<file path="config.mk">
export PLATFORM = sky130hd
export DESIGN_NAME = shp_serial_host
export DESIGN_NICKNAME = d
export VERILOG_FILES = /design/src/logic/shp_pkg.sv /design/src/logic/shp_serial_host.sv /design/src/logic/shp_sync.sv
export SDC_FILE = /design/constraint.sdc
export NUM_CORES = 1
export LEC_CHECK = 0
export ABC_AREA = 1
export BUFFER_PORTS_ARGS = -buffer_cell sky130_fd_sc_hd__buf_2
export CAP_MARGIN = 20
export CORE_ASPECT_RATIO = 1.4
export CORE_MARGIN = 4
export CORE_UTILIZATION = 55
export DETAILED_ROUTE_END_ITERATION = 12
export GPL_ROUTABILITY_DRIVEN = 0
export PLACE_DENSITY_LB_ADDON = 0.05
export SYNTH_ARGS = -nofsm -noshare
export SYNTH_HDL_FRONTEND = slang
export SYNTH_SLANG_ARGS = --single-unit
</file>
<file path="constraint.sdc">
create_clock -name clock -period 17.5 [get_ports clock]
set_input_delay 1.75 -clock clock [delete_from_list [all_inputs] [get_ports clock]]
set_output_delay 1.75 -clock clock [all_outputs]
set_load 0.02 [all_outputs]
</file>
<file path="src/logic/shp_pkg.sv">
// Constants, carriers and helpers of the serial host protocol select block.
// Assumes one system clock domain; all pin timing is sampled by that clock.
package shp_pkg;

  localparam int          SHP_NREG         = 9;
  localparam int          SHP_WORD_W       = 32;
  localparam logic [5:0]  SHP_MIN_CLOCKS   = 6'd32;

  // Register byte offsets
  localparam logic [7:0]  SHP_OFF_ID       = 8'h00;
  localparam logic [7:0]  SHP_OFF_RSTPWR   = 8'h04;
  localparam logic [7:0]  SHP_OFF_INPROT   = 8'h08;
  localparam logic [7:0]  SHP_OFF_OUTPROT  = 8'h0C;
  localparam logic [7:0]  SHP_OFF_WORDCTL  = 8'h10;
  localparam logic [7:0]  SHP_OFF_RANGE    = 8'h14;
  localparam logic [7:0]  SHP_OFF_ALARM    = 8'h20;
  localparam logic [7:0]  SHP_OFF_ALHI     = 8'h24;
  localparam logic [7:0]  SHP_OFF_ALLO     = 8'h28;

  localparam logic [3:0]  SHP_IDX_ID       = 4'h0;
  localparam logic [3:0]  SHP_IDX_RSTPWR   = 4'h1;
  localparam logic [3:0]  SHP_IDX_INPROT   = 4'h2;
  localparam logic [3:0]  SHP_IDX_OUTPROT  = 4'h3;
  localparam logic [3:0]  SHP_IDX_WORDCTL  = 4'h4;
  localparam logic [3:0]  SHP_IDX_RANGE    = 4'h5;
  localparam logic [3:0]  SHP_IDX_ALARM    = 4'h6;
  localparam logic [3:0]  SHP_IDX_ALHI     = 4'h7;
  localparam logic [3:0]  SHP_IDX_ALLO     = 4'h8;
  localparam logic [3:0]  SHP_IDX_NONE     = 4'hF;

  // Field positions
  localparam int          SHP_PROTO_LSB    = 0;
  localparam int          SHP_RDP_LSB      = 0;
  localparam int          SHP_SYNC_BIT     = 6;
  localparam int          SHP_SEC_LSB      = 8;
  localparam logic [1:0]  SHP_SEC_DUAL     = 2'h3;
  localparam logic [1:0]  SHP_PROTO_DEF    = 2'h0;
  localparam logic [1:0]  SHP_RDP_LEGACY   = 2'h0;
  localparam logic [31:0] SHP_REG_RESET    = 32'h0000_0000;

  // Writable bits per register
  localparam logic [31:0] SHP_WM_ID        = 32'h000F_0000;
  localparam logic [31:0] SHP_WM_RSTPWR    = 32'h0000_FF37;
  localparam logic [31:0] SHP_WM_INPROT    = 32'h0000_0003;
  localparam logic [31:0] SHP_WM_OUTPROT   = 32'h0000_0343;
  localparam logic [31:0] SHP_WM_WORDCTL   = 32'h0000_FFFF;
  localparam logic [31:0] SHP_WM_RANGE     = 32'h0000_000F;
  localparam logic [31:0] SHP_WM_ALTH      = 32'hFFFF_FFFF;

  // Command frame fields and opcodes
  localparam logic [4:0]  SHP_CMD_CLR      = 5'h18;
  localparam logic [4:0]  SHP_CMD_RDH      = 5'h19;
  localparam logic [4:0]  SHP_CMD_WR       = 5'h1A;
  localparam logic [4:0]  SHP_CMD_SET      = 5'h1B;
  localparam logic [1:0]  SHP_WR_BOTH      = 2'h0;
  localparam logic [1:0]  SHP_WR_MS        = 2'h1;
  localparam logic [1:0]  SHP_WR_LS        = 2'h2;

  // Internal source-synchronous clock timing
  localparam int          SHP_CLK_NS       = 40;
  localparam int          SHP_ICLK_HALF_NS = 80;
  localparam int          SHP_ICLK_HALF_CY = (SHP_ICLK_HALF_NS + SHP_CLK_NS - 1) / SHP_CLK_NS;

  typedef enum logic {SHP_IDLE, SHP_FRAME} shp_state_t;

  typedef struct packed {
    logic cs_n;
    logic sclk;
    logic sdi;
    logic alarm;
  } shp_pins_t;

  typedef struct packed {
    logic sdo0;
    logic shared_pin;
    logic strobe;
  } shp_outs_t;

  function automatic logic [3:0] shp_index(input logic [7:0] off);
    if (off == SHP_OFF_ID) return SHP_IDX_ID;
    else if (off == SHP_OFF_RSTPWR) return SHP_IDX_RSTPWR;
    else if (off == SHP_OFF_INPROT) return SHP_IDX_INPROT;
    else if (off == SHP_OFF_OUTPROT) return SHP_IDX_OUTPROT;
    else if (off == SHP_OFF_WORDCTL) return SHP_IDX_WORDCTL;
    else if (off == SHP_OFF_RANGE) return SHP_IDX_RANGE;
    else if (off == SHP_OFF_ALARM) return SHP_IDX_ALARM;
    else if (off == SHP_OFF_ALHI) return SHP_IDX_ALHI;
    else if (off == SHP_OFF_ALLO) return SHP_IDX_ALLO;
    else return SHP_IDX_NONE;
  endfunction : shp_index

  function automatic logic [31:0] shp_wmask(input logic [3:0] idx);
    case (idx)
      SHP_IDX_ID:      return SHP_WM_ID;
      SHP_IDX_RSTPWR:  return SHP_WM_RSTPWR;
      SHP_IDX_INPROT:  return SHP_WM_INPROT;
      SHP_IDX_OUTPROT: return SHP_WM_OUTPROT;
      SHP_IDX_WORDCTL: return SHP_WM_WORDCTL;
      SHP_IDX_RANGE:   return SHP_WM_RANGE;
      SHP_IDX_ALHI:    return SHP_WM_ALTH;
      SHP_IDX_ALLO:    return SHP_WM_ALTH;
      default:         return 32'h0000_0000;
    endcase
  endfunction : shp_wmask

endpackage : shp_pkg

</file>
<file path="src/logic/shp_serial_host.sv">
// Serial host interface of a converter: protocol select, register file, output shifter.
// Assumes the host drives select, serial clock and input data slower than clock / 4.
`timescale 1ns/1ps
module shp_serial_host
  import shp_pkg::*;
#(
  parameter int ICLK_HALF_CY = shp_pkg::SHP_ICLK_HALF_CY
) (
  input  wire logic               clock,
  input  wire logic               reset,
  input  wire logic               clock_en,
  input  wire shp_pkg::shp_pins_t pins,
  input  wire logic [15:0]        conv_result,
  output shp_pkg::shp_outs_t      outs
);
  import shp_pkg::*;

  if (ICLK_HALF_CY < 1 || ICLK_HALF_CY > 255) begin : g_chk
    $error("ICLK_HALF_CY must lie in 1..255");
  end

  localparam logic [7:0] ICLK_LAST = 8'(ICLK_HALF_CY - 1);

  logic [3:0] pin_q;
  logic [3:0] pin_rise;
  logic [3:0] pin_fall;

  shp_sync #(.W(4)) u_sync (
    .clock    (clock),
    .reset    (reset),
    .clock_en (clock_en),
    .d_async  ({~pins.cs_n, pins.sclk, pins.sdi, pins.alarm}),
    .q        (pin_q),
    .rise     (pin_rise),
    .fall     (pin_fall)
  );

  logic cs_fall;
  logic cs_rise;
  logic sclk_q;
  logic sclk_rise;
  logic sclk_fall;
  logic sdi_q;
  logic alarm_q;
  // Select enters inverted, so the reset level of its stages is the idle level
  assign cs_fall   = pin_rise[3];
  assign cs_rise   = pin_fall[3];
  assign sclk_q    = pin_q[2];
  assign sclk_rise = pin_rise[2];
  assign sclk_fall = pin_fall[2];
  assign sdi_q     = pin_q[1];
  assign alarm_q   = pin_q[0];

  shp_state_t  st_reg,      st_next;
  logic [31:0] regs_reg     [SHP_NREG];
  logic [31:0] regs_next    [SHP_NREG];
  logic [31:0] sh_reg,      sh_next;
  logic [31:0] in_reg,      in_next;
  logic [5:0]  cnt_reg,     cnt_next;
  logic [5:0]  sent_reg,    sent_next;
  logic        pend_reg,    pend_next;
  logic        cap_reg,     cap_next;
  logic        sdo0_reg,    sdo0_next;
  logic        sdo1_reg,    sdo1_next;
  logic        shared_reg,  shared_next;
  logic        strobe_reg,  strobe_next;
  logic [7:0]  div_reg,     div_next;
  logic        iclk_reg,    iclk_next;
  logic        rdv_reg,     rdv_next;
  logic [15:0] rdd_reg,     rdd_next;

  logic [1:0]  proto;
  logic [1:0]  rdp;
  logic        legacy;
  logic        dual;
  logic        sync_int;
  logic        ctrl_zero;
  logic        cap_on_rise;
  logic        in_frame;
  logic        cap_ev;
  logic        launch_ev;
  logic        iclk_tick;
  logic [5:0]  launch_limit;
  logic [31:0] frame_word;

  // Mode 00 and 11 capture on rising sclk, 01 and 10 on falling
  assign proto        = regs_reg[SHP_IDX_INPROT][SHP_PROTO_LSB +: 2];
  assign rdp          = regs_reg[SHP_IDX_OUTPROT][SHP_RDP_LSB +: 2];
  assign legacy       = (rdp == SHP_RDP_LEGACY);
  assign dual         = (regs_reg[SHP_IDX_OUTPROT][SHP_SEC_LSB +: 2] == SHP_SEC_DUAL);
  assign sync_int     = regs_reg[SHP_IDX_OUTPROT][SHP_SYNC_BIT];
  assign ctrl_zero    = (regs_reg[SHP_IDX_OUTPROT][7:0] == 8'h00);
  assign cap_on_rise  = (proto[1] == proto[0]);
  assign in_frame     = (st_reg == SHP_FRAME);
  assign cap_ev       = in_frame && (cap_on_rise ? sclk_rise : sclk_fall);
  assign launch_limit = dual ? 6'd16 : 6'd32;
  assign iclk_tick    = in_frame && (div_reg == ICLK_LAST)
                        && (iclk_reg || sent_reg < launch_limit);
  assign frame_word   = rdv_reg ? {rdd_reg, 16'h0000} : {conv_result, 16'h0000};

  // Launch edge is the edge opposite capture in legacy; sclk rising or the
  // internal clock rising in source-synchronous reads.
  always_comb begin
    if (!in_frame) launch_ev = 1'b0;
    else if (legacy) launch_ev = cap_on_rise ? sclk_fall : sclk_rise;
    else if (sync_int) launch_ev = iclk_tick && !iclk_reg && (sent_reg < launch_limit);
    else launch_ev = sclk_rise && (sent_reg < launch_limit);
  end

  // Command decode of the 32-bit frame held in in_reg
  logic [4:0]  cmd_op;
  logic [1:0]  cmd_sub;
  logic [8:0]  cmd_addr;
  logic [15:0] cmd_data;
  logic [3:0]  cmd_idx;
  logic        cmd_ok;
  logic [31:0] old_word;
  logic [15:0] old_half;
  logic [15:0] new_half;
  logic [31:0] merged;
  logic        wr_en;
  assign cmd_op   = in_reg[31:27];
  assign cmd_sub  = in_reg[26:25];
  assign cmd_addr = in_reg[24:16];
  assign cmd_data = in_reg[15:0];
  assign cmd_idx  = shp_index({cmd_addr[7:2], 2'b00});
  assign cmd_ok   = cs_rise && in_frame && (cnt_reg >= SHP_MIN_CLOCKS) && !cmd_addr[8]
                    && (cmd_idx != SHP_IDX_NONE);

  always_comb begin
    if (cmd_idx == SHP_IDX_ALARM) old_word = {31'h0, alarm_q};
    else if (cmd_idx < 4'(SHP_NREG)) old_word = regs_reg[cmd_idx];
    else old_word = 32'h0000_0000;
    old_half = cmd_addr[1] ? old_word[31:16] : old_word[15:0];
    wr_en    = 1'b1;
    case (cmd_op)
      SHP_CMD_WR: begin
        if (cmd_sub == SHP_WR_MS) new_half = {cmd_data[15:8], old_half[7:0]};
        else if (cmd_sub == SHP_WR_LS) new_half = {old_half[15:8], cmd_data[7:0]};
        else if (cmd_sub == SHP_WR_BOTH) new_half = cmd_data;
        else begin
          new_half = old_half;
          wr_en    = 1'b0;
        end
      end
      SHP_CMD_SET: new_half = old_half | cmd_data;
      SHP_CMD_CLR: new_half = old_half & ~cmd_data;
      default: begin
        new_half = old_half;
        wr_en    = 1'b0;
      end
    endcase
    merged = cmd_addr[1] ? {new_half, old_word[15:0]} : {old_word[31:16], new_half};
  end

  always_comb begin
    st_next     = st_reg;
    regs_next   = regs_reg;
    sh_next     = sh_reg;
    in_next     = in_reg;
    cnt_next    = cnt_reg;
    sent_next   = sent_reg;
    pend_next   = pend_reg;
    cap_next    = cap_reg;
    sdo0_next   = sdo0_reg;
    sdo1_next   = sdo1_reg;
    rdv_next    = rdv_reg;
    rdd_next    = rdd_reg;
    div_next    = div_reg;
    iclk_next   = iclk_reg;
    strobe_next = 1'b0;

    if (cs_fall) begin
      st_next   = SHP_FRAME;
      sh_next   = frame_word;
      cnt_next  = 6'd0;
      sent_next = 6'd0;
      in_next   = 32'h0000_0000;
      div_next  = 8'h00;
      iclk_next = 1'b0;
      rdv_next  = 1'b0;
      // In legacy, modes 00 and 10 present the MSB at once, 01 and 11 at the first launch; other reads wait for the first launch
      pend_next = !legacy || proto[0];
      if (legacy && !proto[0]) begin
        sdo0_next = frame_word[31];
        sdo1_next = frame_word[30];
      end
    end else if (cs_rise && in_frame) begin
      st_next = SHP_IDLE;
      if (cmd_ok && wr_en && cmd_idx != SHP_IDX_ALARM) begin
        regs_next[cmd_idx] = (old_word & ~shp_wmask(cmd_idx))
                             | (merged & shp_wmask(cmd_idx));
      end
      if (cmd_ok && cmd_op == SHP_CMD_RDH) begin
        rdv_next = 1'b1;
        rdd_next = old_half;
      end
    end else begin
      if (cap_ev) begin
        in_next  = {in_reg[30:0], sdi_q};
        cap_next = sdi_q;
        if (cnt_reg != 6'h3F) cnt_next = cnt_reg + 6'd1;
      end
      if (launch_ev) begin
        if (!legacy) sent_next = sent_reg + 6'd1;
        if (pend_reg) begin
          pend_next = 1'b0;
          sdo0_next = sh_reg[31];
          sdo1_next = sh_reg[30];
        end else if (dual) begin
          sh_next   = {sh_reg[29:0], 2'b00};
          sdo0_next = sh_reg[29];
          sdo1_next = sh_reg[28];
        end else begin
          // Past the word, input bits follow the word out to chain devices while OUTPROT[7:0] is zero
          sh_next   = {sh_reg[30:0], ctrl_zero ? cap_reg : 1'b0};
          sdo0_next = sh_reg[30];
        end
      end
      if (in_frame && !legacy && sync_int) begin
        if (div_reg == ICLK_LAST) div_next = 8'h00;
        else div_next = div_reg + 8'h01;
        if (iclk_tick) iclk_next = !iclk_reg;
      end
    end

    // Legacy keeps strobe low; otherwise it carries the launch clock
    if (legacy || !in_frame) strobe_next = 1'b0;
    else if (sync_int) strobe_next = iclk_next;
    else strobe_next = sclk_q;

    shared_next = dual ? sdo1_next : alarm_q;
  end

  always_ff @(posedge clock or posedge reset) begin
    if (reset) begin
      st_reg     <= SHP_IDLE;
      for (int i = 0; i < SHP_NREG; i++) regs_reg[i] <= SHP_REG_RESET;
      sh_reg     <= 32'h0000_0000;
      in_reg     <= 32'h0000_0000;
      cnt_reg    <= 6'd0;
      sent_reg   <= 6'd0;
      pend_reg   <= 1'b0;
      cap_reg    <= 1'b0;
      sdo0_reg   <= 1'b0;
      sdo1_reg   <= 1'b0;
      shared_reg <= 1'b0;
      strobe_reg <= 1'b0;
      div_reg    <= 8'h00;
      iclk_reg   <= 1'b0;
      rdv_reg    <= 1'b0;
      rdd_reg    <= 16'h0000;
    end else if (clock_en) begin
      st_reg     <= st_next;
      regs_reg   <= regs_next;
      sh_reg     <= sh_next;
      in_reg     <= in_next;
      cnt_reg    <= cnt_next;
      sent_reg   <= sent_next;
      pend_reg   <= pend_next;
      cap_reg    <= cap_next;
      sdo0_reg   <= sdo0_next;
      sdo1_reg   <= sdo1_next;
      shared_reg <= shared_next;
      strobe_reg <= strobe_next;
      div_reg    <= div_next;
      iclk_reg   <= iclk_next;
      rdv_reg    <= rdv_next;
      rdd_reg    <= rdd_next;
    end
  end

  assign outs.sdo0       = sdo0_reg;
  assign outs.shared_pin = shared_reg;
  assign outs.strobe     = strobe_reg;

  a_default_proto: assert property (@(posedge clock)
    $past(reset) && !reset |-> proto == SHP_PROTO_DEF && rdp == SHP_RDP_LEGACY)
    else $error("protocol not default after reset");

  a_cfg_only_at_end: assert property (@(posedge clock) disable iff (reset)
    clock_en && !cs_rise |=> $stable(regs_reg[SHP_IDX_INPROT]))
    else $error("protocol changed outside frame end");

  a_cfg_applies: assert property (@(posedge clock) disable iff (reset)
    clock_en && cmd_ok && wr_en && cmd_idx == SHP_IDX_INPROT && !cmd_addr[1]
    |=> proto == $past(merged[1:0]))
    else $error("protocol write not applied at frame end");

  a_strobe_low: assert property (@(posedge clock) disable iff (reset)
    clock_en && legacy |=> !outs.strobe)
    else $error("strobe pin active in legacy mode");

  a_early_msb: assert property (@(posedge clock) disable iff (reset)
    clock_en && cs_fall && legacy && !proto[0] |=> outs.sdo0 == sh_reg[31] && !pend_reg)
    else $error("MSB not launched at select fall");

  a_late_msb: assert property (@(posedge clock) disable iff (reset)
    clock_en && cs_fall && legacy && proto[0] |=> pend_reg ##0 $stable(outs.sdo0))
    else $error("MSB launched before first clock edge");

  a_dual_shift: assert property (@(posedge clock) disable iff (reset)
    clock_en && launch_ev && dual && !pend_reg && !cs_fall && !cs_rise
    |=> sh_reg == {$past(sh_reg[29:0]), 2'b00} && outs.sdo0 == $past(sh_reg[29]))
    else $error("dual mode did not move two bits");

  a_chain_in: assert property (@(posedge clock) disable iff (reset)
    clock_en && launch_ev && legacy && !dual && !pend_reg && ctrl_zero
    && !cs_fall && !cs_rise |=> sh_reg[0] == $past(cap_reg))
    else $error("chain bit not shifted in");

  a_shared_alarm: assert property (@(posedge clock) disable iff (reset)
    clock_en && !dual |=> outs.shared_pin == $past(alarm_q))
    else $error("shared pin left alarm function");

  a_src_ext_clock: assert property (@(posedge clock) disable iff (reset)
    clock_en && in_frame && !legacy && !sync_int && !cs_rise |=> outs.strobe == $past(sclk_q))
    else $error("strobe not following external clock");
endmodule : shp_serial_host

</file>
<file path="src/logic/shp_sync.sv">
// Two-stage synchroniser with edge detection for a group of pin inputs.
// Assumes inputs are asynchronous to clock; edges are reported two cycles late.
`timescale 1ns/1ps
module shp_sync #(
  parameter int W = 4
) (
  input  wire logic         clock,
  input  wire logic         reset,
  input  wire logic         clock_en,
  input  wire logic [W-1:0] d_async,
  output logic      [W-1:0] q,
  output logic      [W-1:0] rise,
  output logic      [W-1:0] fall
);
  logic [W-1:0] meta_reg;
  logic [W-1:0] q_reg;
  logic [W-1:0] prev_reg;

  if (W < 1) begin : g_chk
    $error("shp_sync needs W of at least 1");
  end

  // Only the second stage reads the first one
  always_ff @(posedge clock or posedge reset) begin
    if (reset) begin
      meta_reg <= '0;
      q_reg    <= '0;
      prev_reg <= '0;
    end else if (clock_en) begin
      meta_reg <= d_async;
      q_reg    <= meta_reg;
      prev_reg <= q_reg;
    end
  end

  assign q    = q_reg;
  assign rise = q_reg & ~prev_reg;
  assign fall = ~q_reg & prev_reg;
endmodule : shp_sync

</file>
==> results of run 1 <==
cell type report:
cell class              count  area [sq um]  share of cell area
repair buffers             58           393              0.0173
inverters                 158           601              0.0264
multi-input cells        2049          9590               0.422
well taps                 473           592              0.0260
clock buffers              60          1230              0.0541
flip-flops and latches    407         10200               0.448
clock inverters            14           159             0.00698
power by group through the flow:
stage               clock (uW)  sequential, uW  combinational, uW
finish                     923            1010                521
global placement             0            1030                502
global route               973            1020                570
floorplan                    0            1020                373
detailed placement           0            1030                509
CTS                        936            1010                511
worst min path at each step:
stage	start	endpoint
final	regs_reg[83]	regs_reg[83]
after global routing	regs_reg[72]	regs_reg[72]
after CTS	regs_reg[91]	regs_reg[91]
after detailed placement	regs_reg[91]	regs_reg[91]
after global placement	regs_reg[70]	regs_reg[70]
after floorplan	regs_reg[64]	regs_reg[64]
Yosys cell counts, types with 12 or more instances:
cell type / instances / area, sq um
a21oi_1: 81 / 405
buf_1: 17 / 63.8
buf_2: 40 / 200
buf_4: 19 / 143
clkbuf_1: 118 / 443
dfrtp_1: 407 / 10200
ha_1: 13 / 163
inv_1: 134 / 503
inv_2: 21 / 78.8
nand2_1: 964 / 3620
nand2_2: 12 / 75.1
nand3_1: 597 / 2990
nand3_2: 34 / 340
nor2_1: 108 / 405
o211ai_1: 30 / 225
o21ai_0: 108 / 541
o22ai_1: 31 / 194
o31ai_1: 15 / 113
metrics by stage:
step	hold slack, ns	std cells
2_1_floorplan	0.429	2811
3_3_place_gp	0.365	3143
3_5_place_dp	0.366	3143
4_1_cts	0.379	3217
5_1_grt	0.384	3219
6_report	0.375	3219
cell families after synthesis:
logic type,synth area share
flip-flops,0.480
AO/OA/AOI/OAI,0.0786
adder cells (fa/ha/maj),0.00766
XOR/XNOR,0.000825
buffers and inverters,0.0696
AND/OR/NAND/NOR,0.363
critical path, cell delays in order (launching register included):
cell	delay, ns
dfrtp_1	0.43
nor2_1	0.11
nand2_4	0.19
nand2_1	0.12
nand2_4	0.56
nand2_4	0.43
buf_4	0.42
ha_1	0.23
inv_1	0.11
nor2_1	0.10
a311oi_2	0.34
nand2_4	0.20
nor3_4	0.77
buf_4	0.48
inv_2	0.42
nand2_1	0.17
nand2_1	0.07
per-layer routing:
layer  global-route usage  vias up
li1                     -     9023
met1                0.421     9508
met2                0.530      966
met3               0.0620      204
met4                0.145        0
met5                    0        -
==> results.cfg, run 1 <==
[worst_setup_path]
critPathCaptureType = flip-flop
cp_data_required_time_ns = 17.95
critPathLaunchType = flip-flop
timing.rr.end = regs_reg[273]
crit_fanout = 55
critPathArrivalTime_ns = 5.77
cp-startpoint = in_reg[20]
crit_end = regs_reg[273]
r2r_start = in_reg[20]
r2r_cells = 16
rrSetupSlack_ns = 12.17
crit_type = reg2reg

[clock_network]
post_cts_buffers = 0
numCtsBuffers = 42
h-tree-depth = 2
insertion_delay_ns = 0.57
clk_path_buf_depth = 3
cts_tree = yes
cts.clk_slew.worst_paths_ns = 0.07
holdBufCountCts = 0
clock-root-buffer = clkbuf_16
cts_resized = 0
cts.sinks = 407

[timing]
period_share = 0.304
fin_skew_ns = 0.0348
period_needed_ns = 5.33
max-slew-margin-rel = 0.292
drv_slew = 0
fmax_mhz = 188
rsz0062_at_grt = no
finalSetupViolCount = 0
hold_viol = 0
worstMarginPinSlew_ns = 1.06
worst_slack_ns = 12.17
tns_ns = 0

[final_layout]
n_fill_cell = 3526
design_area_sq_um = 22800
final_cell_mix = nand2_1, nand3_1, dfrtp_1
fin_nets = 2752
drive_gt1_frac = 0.0794
insertedDiodeCount = 0
utilization = 0.601
largest_reg_flops = 284
final_common_cell = nand2_1
syn2layout_area_growth_pct = 7.20

[pwr]
p_total_uw = 2460
combPwrFrac = 0.212
power.clock.fraction = 0.375
p_int_uw = 1640
swShare = 0.334
p_seq_frac = 0.413
powerDensity_nw_per_um2 = 108
switching_power_uw = 821
vdd_drop_max_mv = 0.0796
p_leak_uw = 0.0114

[yosys]
synth_warnings = 0
synth-edff-count = 0
async_flop_share = 1.00
netlist_area_sq_um = 21200
syn-num-nets = 2847
ys_seq_area_frac = 0.480
ys.flop_type = dfrtp_1
synth_seq_cells = 407
synthCells = 2811
synth_cell_types = 42
syn-mean-instance-area_sq_um = 7.55

[detailed_routing]
wl_per_cell_um = 21.1
drtIter0Drc = 2202
drtAntennaViolNets = 0
top_layer_used = met4
wl_met1_um = 26500
via_count = 19700
wirelength_um = 68000
via_per_inst = 6.12
route.met2.wl_um = 31900
drt-pass1-iter-count = 6
wl_met3_um = 6380
drc = 0

[floorplanning]
fp-row-count = 84
die_y_um = 240
initial_core_util = 0.561
num_io_pins = 26
core_area_sq_um = 37800
die_w_um = 174
dieArea_sq_um = 41800

[worst_hold_path]
hold_class = reg2reg
whs_path_depth = 0

[placement]
portBuffers = 25
dpl.hpwl_um = 38800
place_area_sq_um = 21300
pre_cts_slack_ns = 12.35

[grt]
antenna_found_initial = 1
grt_pass1_wl_um = 108000
overflow = 0
grt_pass1_vias = 19300
grtUsageTotal = 0.323
grt_max_degree = 154

[run]
max_cap_viol_count = 0

[run_status]
status = complete, no violations
(Power assumes the default switching activity.)
==> inputs of run 2 (changes only) <==
==> constraint.sdc (replaced) <==
create_clock -name clock -period 5.24 [get_ports clock]
set_input_delay 0.524 -clock clock [delete_from_list [all_inputs] [get_ports clock]]
set_output_delay 0.524 -clock clock [all_outputs]
set_load 0.02 [all_outputs]
==> results.cfg, run 2 (synthesis results as in run 1) <==
[final_layout]
design_area_sq_um = 22900
fin_nets = 2763
insertedDiodeCount = 0
drive_gt1_frac = 0.0801
syn2layout_area_growth_pct = 7.75
final_cell_mix = nand2_1, nand3_1, dfrtp_1
final_common_cell = nand2_1
largest_reg_flops = 284
n_fill_cell = 3481

[pwr]
combPwrFrac = 0.215
powerDensity_nw_per_um2 = 359
power.clock.fraction = 0.372
switching_power_uw = 2710
vdd_drop_max_mv = 0.262
swShare = 0.331
p_leak_uw = 0.0115
p_seq_frac = 0.413
p_int_uw = 5490
p_total_uw = 8210

[clock_network]
insertion_delay_ns = 0.56
post_cts_buffers = 0
holdBufCountCts = 1
cts_resized = 0
clock-root-buffer = clkbuf_16
clk_path_buf_depth = 3
h-tree-depth = 2
cts.clk_slew.worst_paths_ns = 0.07
numCtsBuffers = 42
cts_tree = yes
cts.sinks = 407

[worst_setup_path]
crit_fanout = 84
critPathLaunchType = flip-flop
crit_type = reg2reg
cp_data_required_time_ns = 5.72
cp_cell_sequence = nor2_1 -> nand2_4 -> nand2_1 -> nand2_4 -> nand2_4 -> buf_4 -> buf_4 -> nand2_1 -> nand3_1 -> nand2_1 -> nand2_1 -> nand3_1 -> nand2_1 -> nand3_1 -> nand3_2 -> nand3_1 -> nand2_1
critPathArrivalTime_ns = 4.63
critPathCaptureType = flip-flop
critPathSlowestCell = buf_4
cp_common_cell = nand2_1
critPathMaxStageDelay_ns = 0.86

[run_status]
status = complete, no violations

[timing]
worstMarginPinSlew_ns = 1.11
rsz0062_at_grt = no
period_share = 0.792
period_needed_ns = 4.15
finalSetupViolCount = 0
worst_slack_ns = 1.09
hold_viol = 0
drv_slew = 0
fin_skew_ns = 0.0253
max-slew-margin-rel = 0.258
fmax_mhz = 241

[detailed_routing]
wl_per_cell_um = 21.0
drtIter0Drc = 2496
drtAntennaViolNets = 0
via_count = 19800
via_per_inst = 6.12
drc = 0
wirelength_um = 68000
drt-pass1-iter-count = 6

[grt]
grt_pass1_vias = 19000
antenna_found_initial = 0
grt_pass1_wl_um = 107000
grt_max_degree = 173
overflow = 0
grtUsageTotal = 0.322

[floorplanning]
die_y_um = 240
core_area_sq_um = 37800
num_io_pins = 26
dieArea_sq_um = 41800
fp-row-count = 84
die_w_um = 174
initial_core_util = 0.561

[run]
max_cap_viol_count = 0

[worst_hold_path]
hold_class = in2reg

[placement]
pre_cts_slack_ns = 1.30
portBuffers = 25
dpl.hpwl_um = 39800
place_area_sq_um = 21400
## run 2: cell types whose count changed in the layout (fill, tap and decap cells not counted), moves of 2 or more
cell        change
clkbuf_16       +2
clkinv_1        +2
clkbuf_1        +6
buf_4           +8
clkinvlp_4      -3
inv_2           -2
## run 2: stage by stage
stage | hold slack, ns | instances | setup TNS (ns) | util
2_1_floorplan | 0.429 | 2811 | -312.44 | -
3_3_place_gp | 0.365 | 3153 | 0 | 0.566
3_5_place_dp | 0.366 | 3154 | 0 | 0.567
4_1_cts | 0.153 | 3230 | 0 | 0.604
5_1_grt | 0.171 | 3231 | 0 | 0.604
6_report | 0.167 | 3231 | 0 | 0.604
## run 2: final cells by class
cell class | instances | area [sq um] | share of cell area
flip-flops and latches | 407 | 10200 | 0.445
multi-input cells | 2049 | 9600 | 0.420
clock buffers | 68 | 1300 | 0.0570
inverters | 158 | 597 | 0.0261
well taps | 473 | 592 | 0.0259
repair buffers | 69 | 510 | 0.0223
clock inverters | 7 | 85.1 | 0.00372
## run 2: path summary, 6_finish.rpt
path,start,end,slack (ns),cells past startpoint
min in group asynchronous,reset,regs_reg[71],0.53,3
hold reg to reg,regs_reg[90],regs_reg[90],0.37,0
hold / removal,pins[2],u_sync.meta_reg[2],0.17,3
max in group asynchronous,reset,regs_reg[46],3.36,4
setup reg to reg,in_reg[20],regs_reg[211],1.09,17
setup / recovery,in_reg[20],regs_reg[211],1.09,17
## run 2: routing by layer
| layer | up-vias | GRT usage | share of wire |
|---|---|---|---|
| met3 | 228 | 0.0536 | 0.091 |
| li1 | 9057 | - | - |
| met2 | 1005 | 0.533 | 0.47 |
| met5 | - | 0 | 0 |
| met1 | 9488 | 0.417 | 0.39 |
| met4 | 0 | 0.149 | 0.050 |
## run 2: critical path, delay by kind of cell (launching register included)
kind | cells | cell delay (ns)
buf+inv | 2 | 1.40
flops | 1 | 0.43
simple gates | 15 | 2.08
## run 2: power by group through the flow
stage / sequential (uW) / combinational [uW] / clock (uW)
6_report: 3390 / 1760 / 3050
5_1_grt: 3410 / 1920 / 3240
4_1_cts: 3390 / 1720 / 3110
3_5_place_dp: 3440 / 1710 / 0
3_3_place_gp: 3440 / 1700 / 0
2_1_floorplan: 3420 / 1250 / 0
==> inputs of run 3 (changes only) <==
--- a/config.mk
+++ b/config.mk
@@ -5,7 +5,7 @@
 export SDC_FILE = /design/constraint.sdc
 export NUM_CORES = 1
 export LEC_CHECK = 0
-export ABC_AREA = 1
+export ABC_AREA = 0
 export BUFFER_PORTS_ARGS = -buffer_cell sky130_fd_sc_hd__buf_2
 export CAP_MARGIN = 20
 export CORE_ASPECT_RATIO = 1.4
==> constraint.sdc (replaced) <==
create_clock -name clock -period 3.95 [get_ports clock]
set_input_delay 0.395 -clock clock [delete_from_list [all_inputs] [get_ports clock]]
set_output_delay 0.395 -clock clock [all_outputs]
set_load 0.02 [all_outputs]
==> results.cfg, run 3 <==
[timing]
hold_viol = 0
drv_slew = 0
worstMarginPinSlew_ns = 1.04
finalSetupViolCount = 0
fmax_mhz = 275
max-slew-margin-rel = 0.302
period_needed_ns = 3.63
period_share = 0.919
rsz0062_at_grt = no
fin_skew_ns = 0.0165

[grt]
grt_pass1_vias = 16000
grtUsageTotal = 0.294
antenna_found_initial = 1
overflow = 0
grt_pass1_wl_um = 92700
grt_max_degree = 138

[floorplanning]
die_y_um = 235
die_w_um = 170
initial_core_util = 0.561
num_io_pins = 26
fp-row-count = 82
core_area_sq_um = 36000
dieArea_sq_um = 39900

[final_layout]
design_area_sq_um = 22300
final_common_cell = dfrtp_1
final_cell_mix = dfrtp_1, nor2_1, a21oi_1
largest_reg_flops = 284
syn2layout_area_growth_pct = 10.2
fin_nets = 2142
utilization = 0.619
drive_gt1_frac = 0.149

[clock_network]
numCtsBuffers = 42
cts_resized = 0
insertion_delay_ns = 0.56
cts.clk_slew.worst_paths_ns = 0.06
clock-root-buffer = clkbuf_16
post_cts_buffers = 0
holdBufCountCts = 2
h-tree-depth = 2
cts_tree = yes
clk_path_buf_depth = 3
cts.sinks = 407

[detailed_routing]
via_per_inst = 6.28
drc = 0
wl_per_cell_um = 22.7
drt-pass1-iter-count = 6
via_count = 16300
drtIter0Drc = 1519
drtAntennaViolNets = 0
wirelength_um = 59100

[pwr]
p_int_uw = 7050
swShare = 0.244
power.clock.fraction = 0.440
vdd_drop_max_mv = 0.387
powerDensity_nw_per_um2 = 418
combPwrFrac = 0.076
p_leak_uw = 0.00999
p_seq_frac = 0.484
switching_power_uw = 2280

[yosys]
yosysTopAreaCell = dfrtp_1
syn-mean-instance-area_sq_um = 9.47
synth.most_common_cell = dfrtp_1
async_flop_share = 1.00
synth_cell_types = 94
ys.flop_type = dfrtp_1
syn-num-nets = 2171
ys_seq_area_frac = 0.504
synth-edff-count = 0
netlist_area_sq_um = 20200
yosysTopAreaCellShare = 0.504
synth_warnings = 0
synth_common_cells = dfrtp_1, nor2_1, a21oi_1, nand2_1, o21ai_0
synthCells = 2135
synth_seq_cells = 407
synth_area_leaders = dfrtp_1, a21oi_1, nor2_1, mux2_2, nand2_1

[worst_setup_path]
crit_fanout = 14
r2r_cells = 12
critPathArrivalTime_ns = 4.06
critPathCaptureType = flip-flop
critPathLaunchType = flip-flop
crit_type = reg2reg
cp_data_required_time_ns = 4.38

[worst_hold_path]
whs_path_depth = 2
hold_class = in2reg

[run]
max_cap_viol_count = 0

[run_status]
status = complete, no violations

[placement]
portBuffers = 25
dpl.hpwl_um = 41000
place_area_sq_um = 20800
## run 3: cell types whose count changed after synthesis, sizes merged, moves of 43 or more
cell | previous run | this run
mux2i | 0 | 56
a211oi | 0 | 43
a21oi | 83 | 281
mux2 | 0 | 76
nor2 | 115 | 294
nand3 | 631 | 43
inv | 155 | 38
nand2 | 978 | 201
## run 3: per-layer routing
| metal | part of all wire | GRT usage | wire (um) |
|---|---|---|---|
| met2 | 0.48 | 0.480 | 28600 |
| met4 | 0.058 | 0.142 | 3410 |
| met1 | 0.39 | 0.380 | 23300 |
| met5 | 0 | 0 | 0 |
| met3 | 0.065 | 0.0501 | 3860 |
## run 3: cell type report
type                            instances  area [sq um]
Antenna cell                            1          2.50
Multi-Input combinational cell       1504          9100
Sequential cell                       407         10200
Clock inverter                          8           121
Timing Repair Buffer                  111           838
Clock buffer                           68          1300
Inverter                               40           154
Fill cell                            3073         13700
Tap cell                              462           578
## run 3: metrics by stage
| stage | power (uW) | TNS, ns | hold WS (ns) | std cells | worst slack (ns) |
|---|---|---|---|---|---|
| 2_1_floorplan | 5080 | -784.97 | 0.424 | 2135 | -1.93 |
| 3_3_place_gp | 5270 | 0 | 0.360 | 2522 | 0.468 |
| 3_5_place_dp | 5300 | 0 | 0.362 | 2522 | 0.325 |
| 4_1_cts | 9400 | 0 | 0.0526 | 2600 | 0.319 |
| 5_1_grt | 9680 | 0 | 0.0608 | 2600 | 0.0458 |
| 6_report | 9320 | 0 | 0.0652 | 2601 | 0.320 |
## run 3: critical path: stages, from the launching register on
cell and delay [ns]:
dfrtp_1 0.39, buf_4 0.20, and4bb_2 0.35, o21ai_4 0.07, inv_2 0.09, buf_4 0.23
ha_1 0.35, or3_1 0.16, o31ai_1 0.06, a221oi_1 0.73, o21ai_0 0.25, a41oi_2 0.48
a21oi_1 0.13
## run 3: worst paths after layout
kind | slack [ns] | from | to
min in group asynchronous | 0.45 | reset | regs_reg[165]
min | 0.07 | pins[2] | u_sync.meta_reg[2]
max in group asynchronous | 2.36 | reset | regs_reg[59]
max | 0.32 | in_reg[18] | regs_reg[2]
min reg2reg | 0.37 | regs_reg[93] | regs_reg[93]
max reg2reg | 0.32 | in_reg[18] | regs_reg[2]
## run 3: logic make-up (layout without fill, tap and decap cells)
family | after synthesis | count (layout) | share of synthesized area
buffers and inverters | 224 | 227 | 0.0492
adders and majority gates | 15 | 15 | 0.00910
AOI/OAI and AO/OA | 674 | 674 | 0.212
xor gates and xnor gates | 9 | 9 | 0.00427
DFF | 407 | 407 | 0.504
and+or+nand+nor | 669 | 669 | 0.146
muxes | 137 | 137 | 0.0756
other | 0 | 1 | 0
## run 3: power by group through the flow
stage	Sequential, uW	Clock [uW]	Combinational, uW
floorplan	4530	0	552
global placement	4580	0	693
detailed placement	4580	0	713
CTS	4510	4170	719
global route	4530	4330	816
finish	4510	4100	708
